File: config.mk
export PLATFORM = sky130hd
export DESIGN_NAME = halfword_instr_decoder
export DESIGN_NICKNAME = d
export VERILOG_FILES = /design/src/hw_dec_pkg.sv /design/src/halfword_instr_decoder.sv /design/src/short_class_dec.sv
export SDC_FILE = /design/constraint.sdc
export NUM_CORES = 1
export LEC_CHECK = 0
export ABC_AREA = 1
export BUFFER_PORTS_ARGS = -buffer_cell sky130_fd_sc_hd__buf_2
export CAP_MARGIN = 0
export CORE_AREA = 3 3 130 132
export CTS_CLUSTER_DIAMETER = 50
export DETAILED_ROUTE_END_ITERATION = 10
export DIE_AREA = 0 0 133 135
export PLACE_DENSITY = 0.81
export SLEW_MARGIN = 40
export SYNTH_ARGS = -nofsm -noshare
export SYNTH_HDL_FRONTEND = slang
export SYNTH_SLANG_ARGS = --single-unit
File: constraint.sdc
create_clock -name clk -period 3.27 [get_ports clk]
set_input_delay 0.327 -clock clk [delete_from_list [all_inputs] [get_ports clk]]
set_output_delay 0.327 -clock clk [all_outputs]
set_load 0.01 [all_outputs]
File: src/hw_dec_pkg.sv
// Package of constants and class codes for the halfword instruction decoder.
// Assumes a 32-bit address space and halfword-aligned fetch addresses.
package hw_dec_pkg;

    localparam int ADDR_W = 32;
    localparam int HALF_W = 16;

    // Top five bits that mark the first half of a long instruction.
    localparam logic [4:0] LONG_PFX_A = 5'h1d;
    localparam logic [4:0] LONG_PFX_B = 5'h1e;
    localparam logic [4:0] LONG_PFX_C = 5'h1f;

    localparam logic [3:0] SPEC_PC = 4'hf;
    localparam logic [3:0] SPEC_SP = 4'hd;
    localparam logic [ADDR_W-1:0] PC_READ_OFS = 32'h0000_0004;
    localparam logic [ADDR_W-1:0] WORD_ALIGN_MASK = 32'hffff_fffc;

    localparam logic [5:0] OPC_DATA_PROC = 6'h10;
    localparam logic [5:0] OPC_SPECIAL   = 6'h11;
    localparam logic [3:0] SPECIAL_UNPRED = 4'h4;
    localparam logic [3:0] SPECIAL_RSVD_A = 4'h6;
    localparam logic [3:0] SPECIAL_RSVD_B = 4'h7;

    localparam logic [6:0] MISC_STATE_CHG = 7'h33;

    localparam logic [3:0] CLS_RESET = 4'h0;

    typedef enum logic [3:0] {
        CLS_SHIFT_ADD_MOV = 4'h0,
        CLS_DATA_PROC     = 4'h1,
        CLS_SPECIAL_BX    = 4'h2,
        CLS_LIT_LOAD      = 4'h3,
        CLS_LOAD_STORE    = 4'h4,
        CLS_PC_ADDR       = 4'h5,
        CLS_SP_ADDR       = 4'h6,
        CLS_MISC          = 4'h7,
        CLS_STORE_MULTI   = 4'h8,
        CLS_LOAD_MULTI    = 4'h9,
        CLS_COND_BR_SVC   = 4'ha,
        CLS_UNCOND_BR     = 4'hb,
        CLS_LONG          = 4'hc,
        CLS_NONE          = 4'hf
    } instr_class_e;

    typedef enum logic [0:0] {
        ST_FIRST  = 1'b0,
        ST_SECOND = 1'b1
    } half_state_e;

endpackage

File: src/halfword_instr_decoder.sv
// Front-end decoder that splits an aligned halfword stream into short and
// long instructions, classes short ones and resolves special specifiers.
// Assumes fetch and the execute stage run on clk and handshake by valid.
`timescale 1ns/1ns

// Contract
// - Stream is aligned halfwords; long is two consecutive, short is one.
// - Top five bits 11101, 11110 or 11111 start a long instruction.
// - Undefined encodings raise an undefined flag instead of executing.
// - Fixed bits holding the wrong value may be flagged unpredictable.
// - Omitted extension instructions are undefined for this generation.
// - Specifier fifteen as source reads instruction address plus four.
// - Literal reads of fifteen give address plus four, word aligned.
// - Word load to specifier fifteen branches; loaded bit zero must be one.
// - Narrow loads to specifier fifteen become memory hints.
// - Coprocessor transfer to fifteen writes top four bits into flags.
// - Special cases read fifteen as zero or discard the result write.
// - Stack pointer low two bits read zero; software must not set them.
// - Long forms support stack pointer as base, operand, transfer, address.
// - Top six bits 00xxxx, 010000, 010001 select first three classes.
// - 01001x is literal load; 0101xx, 011xxx, 100xxx single load/store.
// - 10100x pc address, 10101x sp address, 1011xx miscellaneous.
// - 11000x store many, 11001x load many, 1101xx and 11100x branches.
module halfword_instr_decoder #(
    parameter bit EXT_PRESENT = 1'b1
) (
    input  wire logic                          clk,
    input  wire logic                          rst_n,
    input  wire logic                          in_valid,
    input  wire logic [15:0]                   in_half,
    input  wire logic [31:0]                   in_addr,
    input  wire logic                          in_ext_op,
    input  wire logic                          flush,
    input  wire logic [3:0]                    src_spec,
    input  wire logic                          src_literal,
    input  wire logic                          src_zero_case,
    input  wire logic                          dst_discard_case,
    input  wire logic                          word_load_dst,
    input  wire logic                          narrow_load_dst,
    input  wire logic                          coproc_to_core_transfer,
    input  wire logic [31:0]                   load_data,
    input  wire logic [31:0]                   coproc_data,
    input  wire logic [31:0]                   stack_pointer_in,
    input  wire logic [31:0]                   src_reg_data,
    output logic                               out_valid,
    output logic                               out_is_long,
    output hw_dec_pkg::instr_class_e           out_class,
    output logic                               out_undef,
    output logic                               out_unpred,
    output logic [31:0]                        out_instr,
    output logic [31:0]                        operand_val,
    output logic                               write_suppress,
    output logic                               branch_taken,
    output logic [31:0]                        branch_target,
    output logic                               branch_state_err,
    output logic                               mem_hint,
    output logic                               flags_we,
    output logic [3:0]                         app_status_flags,
    output logic [31:0]                        stack_pointer_reg
);

    // The operand and branch paths are sized for 32-bit addresses only.
    if (hw_dec_pkg::ADDR_W != 32) begin : g_addr_check
        $error("halfword_instr_decoder serves 32-bit addresses only");
    end

    hw_dec_pkg::half_state_e  state_r;
    logic [15:0]              first_half_r;
    hw_dec_pkg::instr_class_e sc_cls;
    logic                     sc_undef;
    logic                     sc_unpred;
    logic                     is_prefix;
    logic [31:0]              pc_read;

    short_class_dec u_short (
        .half   (in_half),
        .cls    (sc_cls),
        .undef  (sc_undef),
        .unpred (sc_unpred)
    );

    function automatic logic long_prefix(input logic [15:0] h);
        logic [4:0] t;
        t = h[15:11];
        long_prefix = (t == hw_dec_pkg::LONG_PFX_A) ||
                      (t == hw_dec_pkg::LONG_PFX_B) ||
                      (t == hw_dec_pkg::LONG_PFX_C);
    endfunction

    assign is_prefix = long_prefix(in_half);
    assign pc_read   = in_addr + hw_dec_pkg::PC_READ_OFS;

    // Halfword pairing: a prefix waits for its partner before anything is
    // issued, so execute never sees half an instruction.
    always_ff @(posedge clk) begin
        if (!rst_n || flush) begin
            state_r      <= hw_dec_pkg::ST_FIRST;
            first_half_r <= 16'h0000;
        end else if (in_valid) begin
            case (state_r)
                hw_dec_pkg::ST_FIRST: begin
                    if (is_prefix) begin
                        state_r      <= hw_dec_pkg::ST_SECOND;
                        first_half_r <= in_half;
                    end
                end
                hw_dec_pkg::ST_SECOND: begin
                    state_r <= hw_dec_pkg::ST_FIRST;
                end
                default: state_r <= hw_dec_pkg::ST_FIRST;
            endcase
        end
    end

    // Decoded instruction presentation.
    always_ff @(posedge clk) begin
        if (!rst_n || flush) begin
            out_valid   <= 1'b0;
            out_is_long <= 1'b0;
            out_class   <= hw_dec_pkg::CLS_NONE;
            out_undef   <= 1'b0;
            out_unpred  <= 1'b0;
            out_instr   <= 32'h0000_0000;
        end else begin
            out_valid   <= 1'b0;
            out_undef   <= 1'b0;
            out_unpred  <= 1'b0;
            if (in_valid && state_r == hw_dec_pkg::ST_SECOND) begin
                out_valid   <= 1'b1;
                out_is_long <= 1'b1;
                out_class   <= hw_dec_pkg::CLS_LONG;
                out_instr   <= {first_half_r, in_half};
                // Long extension ops without the extension are undefined.
                out_undef   <= in_ext_op && !EXT_PRESENT;
            end else if (in_valid && !is_prefix) begin
                out_valid   <= 1'b1;
                out_is_long <= 1'b0;
                out_class   <= sc_cls;
                out_instr   <= {16'h0000, in_half};
                out_undef   <= sc_undef ||
                               (in_ext_op && !EXT_PRESENT);
                out_unpred  <= sc_unpred;
            end
        end
    end

    // Operand value for a source specifier.
    always_ff @(posedge clk) begin
        if (!rst_n) begin
            operand_val    <= 32'h0000_0000;
            write_suppress <= 1'b0;
        end else begin
            write_suppress <= dst_discard_case;
            if (src_spec == hw_dec_pkg::SPEC_PC && src_zero_case) begin
                operand_val <= 32'h0000_0000;
            end else if (src_spec == hw_dec_pkg::SPEC_PC && src_literal) begin
                operand_val <= pc_read & hw_dec_pkg::WORD_ALIGN_MASK;
            end else if (src_spec == hw_dec_pkg::SPEC_PC) begin
                operand_val <= pc_read;
            end else if (src_spec == hw_dec_pkg::SPEC_SP) begin
                // Stack pointer usable as base or first operand.
                operand_val <= stack_pointer_in
                             & hw_dec_pkg::WORD_ALIGN_MASK;
            end else begin
                operand_val <= src_reg_data;
            end
        end
    end

    // Writes to specifier fifteen.
    always_ff @(posedge clk) begin
        if (!rst_n) begin
            branch_taken     <= 1'b0;
            branch_target    <= 32'h0000_0000;
            branch_state_err <= 1'b0;
            mem_hint         <= 1'b0;
        end else begin
            branch_taken     <= word_load_dst;
            branch_target    <= {load_data[31:1], 1'b0};
            // Bit zero clear would select an unsupported state.
            branch_state_err <= word_load_dst && !load_data[0];
            mem_hint         <= narrow_load_dst;
        end
    end

    always_ff @(posedge clk) begin
        if (!rst_n) begin
            flags_we         <= 1'b0;
            app_status_flags <= 4'h0;
        end else begin
            flags_we <= coproc_to_core_transfer;
            if (coproc_to_core_transfer) begin
                app_status_flags <= coproc_data[31:28];
            end
        end
    end

    // Low two bits always read zero whatever software wrote.
    always_ff @(posedge clk) begin
        if (!rst_n) begin
            stack_pointer_reg <= 32'h0000_0000;
        end else begin
            stack_pointer_reg <= stack_pointer_in
                               & hw_dec_pkg::WORD_ALIGN_MASK;
        end
    end

endmodule // halfword_instr_decoder

File: src/short_class_dec.sv
// Combinational classer of a short instruction by its top bits.
// Assumes the caller has already ruled out the long-instruction prefixes.
`timescale 1ns/1ns
module short_class_dec (
    input  wire logic [15:0]               half,
    output hw_dec_pkg::instr_class_e       cls,
    output logic                           undef,
    output logic                           unpred
);

    logic [5:0] top;
    logic [6:0] misc_op;
    logic [3:0] spec_op;

    assign top     = half[15:10];
    assign misc_op = half[11:5];
    assign spec_op = half[9:6];

    always_comb begin
        cls    = hw_dec_pkg::CLS_NONE;
        undef  = 1'b0;
        unpred = 1'b0;
        casez (top)
            6'b00????: cls = hw_dec_pkg::CLS_SHIFT_ADD_MOV;
            6'b010000: cls = hw_dec_pkg::CLS_DATA_PROC;
            6'b010001: begin
                cls = hw_dec_pkg::CLS_SPECIAL_BX;
                if (spec_op == hw_dec_pkg::SPECIAL_UNPRED) begin
                    unpred = 1'b1;
                end
                if (spec_op == hw_dec_pkg::SPECIAL_RSVD_A ||
                    spec_op == hw_dec_pkg::SPECIAL_RSVD_B) begin
                    unpred = 1'b1;
                end
            end
            6'b01001?: cls = hw_dec_pkg::CLS_LIT_LOAD;
            6'b0101??,
            6'b011???,
            6'b100???: cls = hw_dec_pkg::CLS_LOAD_STORE;
            6'b10100?: cls = hw_dec_pkg::CLS_PC_ADDR;
            6'b10101?: cls = hw_dec_pkg::CLS_SP_ADDR;
            6'b1011??: begin
                cls = hw_dec_pkg::CLS_MISC;
                casez (misc_op)
                    7'b0110011, 7'b00000??, 7'b00001??, 7'b0001???,
                    7'b001000?, 7'b001001?, 7'b001010?, 7'b001011?,
                    7'b0011???, 7'b010????, 7'b1001???, 7'b101000?,
                    7'b101001?, 7'b101011?, 7'b1011???, 7'b110????,
                    7'b1110???, 7'b1111???: undef = 1'b0;
                    default: undef = 1'b1;
                endcase
            end
            6'b11000?: cls = hw_dec_pkg::CLS_STORE_MULTI;
            6'b11001?: cls = hw_dec_pkg::CLS_LOAD_MULTI;
            6'b1101??: cls = hw_dec_pkg::CLS_COND_BR_SVC;
            6'b11100?: cls = hw_dec_pkg::CLS_UNCOND_BR;
            default: begin
                cls   = hw_dec_pkg::CLS_NONE;
                undef = 1'b1;
            end
        endcase
    end

endmodule // short_class_dec

After elaboration in Yosys (flattened, before gate mapping). Cells that the tools add are included.

Bitwise operators: 4. Multiplexer cells: 18. Add/subtract/negate cells: 1. Equal/unequal tests: 38. Reduce and logical (&&, ||, !) cells: 24.

Operators with widths (number): two-way mux 32 bit (5); one-hot mux 4 bit (12 select lines) (1); == test 5 bit, second input constant (8); adder 32 x 3 -> 32 bit, second input constant (1); == test 4 bit, second input constant (8); == test 6 x 4 -> 1 bit, second input constant (4); == test 6 bit, second input constant (3); OR reduction 18 bit (1); == test 4 x 3 -> 1 bit, second input constant (4); OR reduction 13 bit (1); == test 6 x 5 -> 1 bit, second input constant (2); OR reduction 3 bit (3); two-way mux 1 bit (8); == test 7 x 6 -> 1 bit, second input constant (1); == test 3 x 2 -> 1 bit, second input constant (2); == test 3 bit, second input constant (2); == test 5 x 1 -> 1 bit, second input constant (1); == test 5 x 4 -> 1 bit, second input constant (1); logical AND 1 bit (5); zero test 5 bit (1); == test 4 x 1 -> 1 bit, second input constant (1); == test 4 x 2 -> 1 bit, second input constant (1); logical OR 1 bit (4); two-way mux 2 bit (2); 8 further kinds (15).

Input port bits: 191. Register bits: 162. Word-level logic and storage cells: 106. Output and inout port bits: 145.

Logic depth before layout (Yosys ltp).
Depth after elaboration: 7. Mapped depth: 10. Depth with buffers taken out: 10.

By module. From an unflattened synthesis, not the netlist that was laid out.

Cells, all modules: 927. Area total of the unflattened synthesis: 6631.4 um^2.

Modules (own cells, without submodules): halfword_instr_decoder (area an instance 6343.6 um^2, times used 1, sequential area each 3183.1 um^2, cells each 866); short_class_dec (area an instance 287.8 um^2, times used 1, sequential area each 0.0 um^2, cells each 61).

Worst setup path after synthesis. OpenSTA, ideal clock, no wires.

Kind: input to register. Start: in in_addr[2]. End: reg operand_val[18]. Path slack: 1.890 ns. Stages: 9. Setup time: 0.109 ns. Buffers on the path: 0. Data required time: 3.161 ns. Data arrival time: 1.271 ns. Cell sequence: ha_1 inv_1 nor2_2 nand3_2 nor2_4 xnor2_1 nand2_1 nand2_1 inv_1.

Longest elaborated chain between the ends: 3.

Ends and longest elaborated chain: start, declared (line halfword_instr_decoder.sv:31) `input wire logic [31:0] in_addr,`; adder 32 x 3 -> 32 bit * (line halfword_instr_decoder.sv:91) `assign pc_read = in_addr + hw_dec_pkg::PC_READ_OFS;`; two-way mux 32 bit (line halfword_instr_decoder.sv:158) `end else if (src_spec == hw_dec_pkg::SPEC_PC) begin`; two-way mux 32 bit * (line halfword_instr_decoder.sv:156) `end else if (src_spec == hw_dec_pkg::SPEC_PC && src_literal) begin`; end signal, assigned (line halfword_instr_decoder.sv:157) `operand_val <= pc_read & hw_dec_pkg::WORD_ALIGN_MASK;`; end signal, assigned (line halfword_instr_decoder.sv:159) `operand_val <= pc_read;`; end signal, assigned (line halfword_instr_decoder.sv:162) `operand_val <= stack_pointer_in`; end, declared (line halfword_instr_decoder.sv:51) `output logic [31:0] operand_val,`.

Every way passes the cells marked *; elsewhere a longest branch is shown, timed or not. A chain may end at the register's enable or synchronous reset.

Final worst setup path.
Start: reg state_r. End: reg out_class[3].

Longest elaborated chain between the ends: 2.

Ends and longest elaborated chain: start, declared (line halfword_instr_decoder.sv:67) `hw_dec_pkg::half_state_e state_r;`; start signal, assigned (line halfword_instr_decoder.sv:97) `state_r <= hw_dec_pkg::ST_FIRST;`; start signal, assigned (line halfword_instr_decoder.sv:103) `state_r <= hw_dec_pkg::ST_SECOND;`; start signal, assigned (line halfword_instr_decoder.sv:108) `state_r <= hw_dec_pkg::ST_FIRST;`; logical AND 1 bit (line halfword_instr_decoder.sv:128) `if (in_valid && state_r == hw_dec_pkg::ST_SECOND) begin`; OR reduction 2 bit (no source line); end signal, assigned (line halfword_instr_decoder.sv:120) `out_class <= hw_dec_pkg::CLS_NONE;`; end signal, assigned (line halfword_instr_decoder.sv:131) `out_class <= hw_dec_pkg::CLS_LONG;`; end signal, assigned (line halfword_instr_decoder.sv:138) `out_class <= sc_cls;`; end, declared (line halfword_instr_decoder.sv:47) `output hw_dec_pkg::instr_class_e out_class,`.

Every way passes these cells.

==> impl_metrics.py <==
metrics = {
    "sta": {
        "period_share_pct": 50.49,
        "worstMarginPinSlew_ps": 709.8,
        "hold_violations": 0,
        "fin_skew_ps": 8.727,
        "slew_headroom_pct": 52.68,
        "fin_crit_ps": 1651,
        "slew_violations": 0,
        "grt_setup_unrepaired": "no",
        "fin_setup_tns_ps": 0,
        "fmax_mhz": 605.7,
        "finalSetupViolCount": 0,
    },
    "synthesis": {
        "synth.distinct_cells": 40,
        "ys_seq_area_share_pct": 49.17,
        "yosys.cell_count.top_type": "nand2_1",
        "syn-instance-count": 866,
        "synth.top_cell.area_share_pct": 49.17,
        "syn_area_mm2": 0.006474,
        "synth_area_leader_cell": "dfxtp_1",
        "synthFlopType": "dfxtp_1",
        "yosysWarnings": 0,
        "synth-edff-count": 0,
        "yosys_register_bits": 159,
        "async_reset_ff_share_pct": 0,
        "synth.top_cells.by_count": "nand2_1, dfxtp_1, inv_1",
        "synth.area.top_cells": "dfxtp_1, nand2_1, inv_1",
        "syn_avg_cell_area_um2": 7.475,
    },
    "min_path": {
        "hold_start": "load_data[0]",
        "min_to": "branch_state_err",
        "hold_path_class": "input pin to register",
        "holdPathStages": 2,
    },
    "route": {
        "initialDrtViolationCount": 356,
        "post_drt_wl_per_cell_um": 15.27,
        "postRouteAntennaNets": 0,
        "avgViaCountPerCell": 4.794,
        "first_pass_iters": 7,
        "num_vias": 6663,
        "drt-total-wl_um": 21230,
        "drc": 0,
    },
    "clocking": {
        "ctsResizeCount": 0,
        "cts_num_sinks": 159,
        "post-cts-setup-buffers": 0,
        "cts.path.max_buffers": 2,
        "cts_tree": "done",
        "numCtsBuffers": 17,
        "clk-insertion-delay-late_ps": 420,
        "htree_levels": 4,
        "cts_root_buffer": "clkbuf_16",
        "clkSlewWorstSetupHoldPaths_ps": 70,
        "ctsHoldBuffers": 0,
    },
    "finish": {
        "final_nets": 1351,
        "fin_util_pct": 54.81,
        "drive_above_1_share_pct": 33.11,
        "top_regs": "operand_val x32, out_instr x32, branch_target x31",
        "area_growth_syn_to_layout_pct": 34.02,
    },
    "worst_setup_path": {
        "worstPathMaxFanout": 18,
        "end_kind": "register",
        "regToRegStartpoint": "state_r",
        "start_kind": "register",
        "slowest_stage": "clkinv_1",
        "path_cells": "nand2_1, clkinv_1, nor2_1, inv_1, a21oi_1, o21ai_0",
        "max_stage_delay_ps": 490,
        "critPathKind": "register to register",
        "critPathArrivalTime_ps": 1940,
        "rr_endpoint": "out_class[3]",
        "cp_data_required_time_ps": 3560,
        "rr_worst_depth": 6,
        "regToRegSetupSlack_ps": 1620,
    },
    "power_and_ir_drop": {
        "power.leakage_uw": 0.004565,
        "peakVddDrop_v": 0.0003763,
        "finalPower_uw": 4522,
        "p_per_area_mw_per_mm2": 521.2,
    },
    "placement": {
        "place.gp.congestion": 0.9474,
        "portBuffers": 301,
        "dp.final_hpwl_um": 16130,
    },
    "floorplanning": {
        "die_h_um": 135,
        "die_area_mm2": 0.01796,
        "coreArea_mm2": 0.01583,
        "chipWidth_um": 133,
        "num_rows": 46,
        "io_pins": 336,
        "initial_utilization_pct": 40.90,
    },
    "grt": {
        "antenna_found_initial": 2,
        "grt_pass1_wl_um": 32950,
        "grt_usage_pct": 23.16,
        "grt-ovfl-total": 0,
        "grt_pass1_vias": 6412,
        "grt_max_degree": 70,
    },
    "job": {
        "cap_viol_max_count": 0,
    },
    "outcome": {
        "outcome": "completed",
    },
}
-- stage by stage --
stage | cell area, um2 | hold WS [ps] | setup WS, ps | std cells
5_1_grt | 8673 | 46.89 | 1527 | 1389
3_5_place_dp | 8100 | 434.7 | 1315 | 1356
6_report | 8676 | 51.07 | 1619 | 1390
4_1_cts | 8671 | 37.27 | 1648 | 1388
2_1_floorplan | 6481 | 399.4 | 1890 | 868
3_3_place_gp | 8098 | 432.0 | 1284 | 1356
-- cell families after synthesis --
| logic type | after synthesis | share of synthesized area, % |
|---|---|---|
| AOI/OAI and AO/OA | 151 | 13.51 |
| xor gates and xnor gates | 5 | 0.6764 |
| adders and majority gates | 1 | 0.1932 |
| buffers and inverters | 178 | 11.42 |
| DFF | 159 | 49.17 |
| other | 1 | 0.05793 |
| and+or+nand+nor | 371 | 24.97 |
-- routing by layer --
metal | vias to the layer above | part of all wire [%] | GRT usage, %
li1 | 3305 | - | -
met1 | 2991 | 38 | 26.75
met2 | 325 | 50 | 40.49
met3 | 40 | 9.0 | 7.079
met4 | 2 | 2.5 | 8.545
met5 | - | 0.061 | 0
-- layout by cell type (no fill, tap or decap), types with 5 or more instances in the layout --
cell type  Yosys  routed
buf_2         10     301
nand2_1      200     199
dfxtp_1      159     159
inv_1        136     136
nor2_1        92      92
a21oi_1       57      57
o21ai_0       47      47
nand3_1       19      19
o22ai_1       18      18
clkbuf_16      0      17
nand4_1       15      15
a21oi_2       12      12
nand2_2       11      12
o221ai_1       9       9
nor2_2         8       8
inv_2          7       7
nor3_1         6       6
inv_6          1       5
a211oi_1       5       5
-- worst max-delay path, delay by kind of cell (launching register included) --
family | cells | cell delay, ps
flops | 1 | 330
simple gates | 2 | 370
buf+inv | 2 | 590
compound gates | 2 | 230
-- power by group --
part | total (uW) | internal [uW] | switching (uW)
clock network | 1940 | 1090 | 858
registers | 2050 | 2020 | 23.8
logic | 529 | 204 | 325
-- area by class of cell --
cell class                 count  area, um2
clock buffer                  19      442.9
multi-input combinational    531       2561
fill                        1486       7152
clock inverter                13      127.6
sequential                   159       3183
inverter                     145      549.3
antenna                        2      5.005
tap                          216      270.3
timing repair buffer         305       1536
-- how the worst max path moves through the flow --
stage	start	to	slack [ps]	depth (start not counted)
finish	state_r	out_class[3]	1620	6
floorplan	in_addr[2]	operand_val[18]	1890	9
global placement	src_spec[0]	operand_val[24]	1280	6
global route	state_r	out_class[3]	1530	6
CTS	state_r	out_class[3]	1650	6
detailed placement	rst_n	out_class[3]	1310	8
Power figures use the tool's default switching activity.
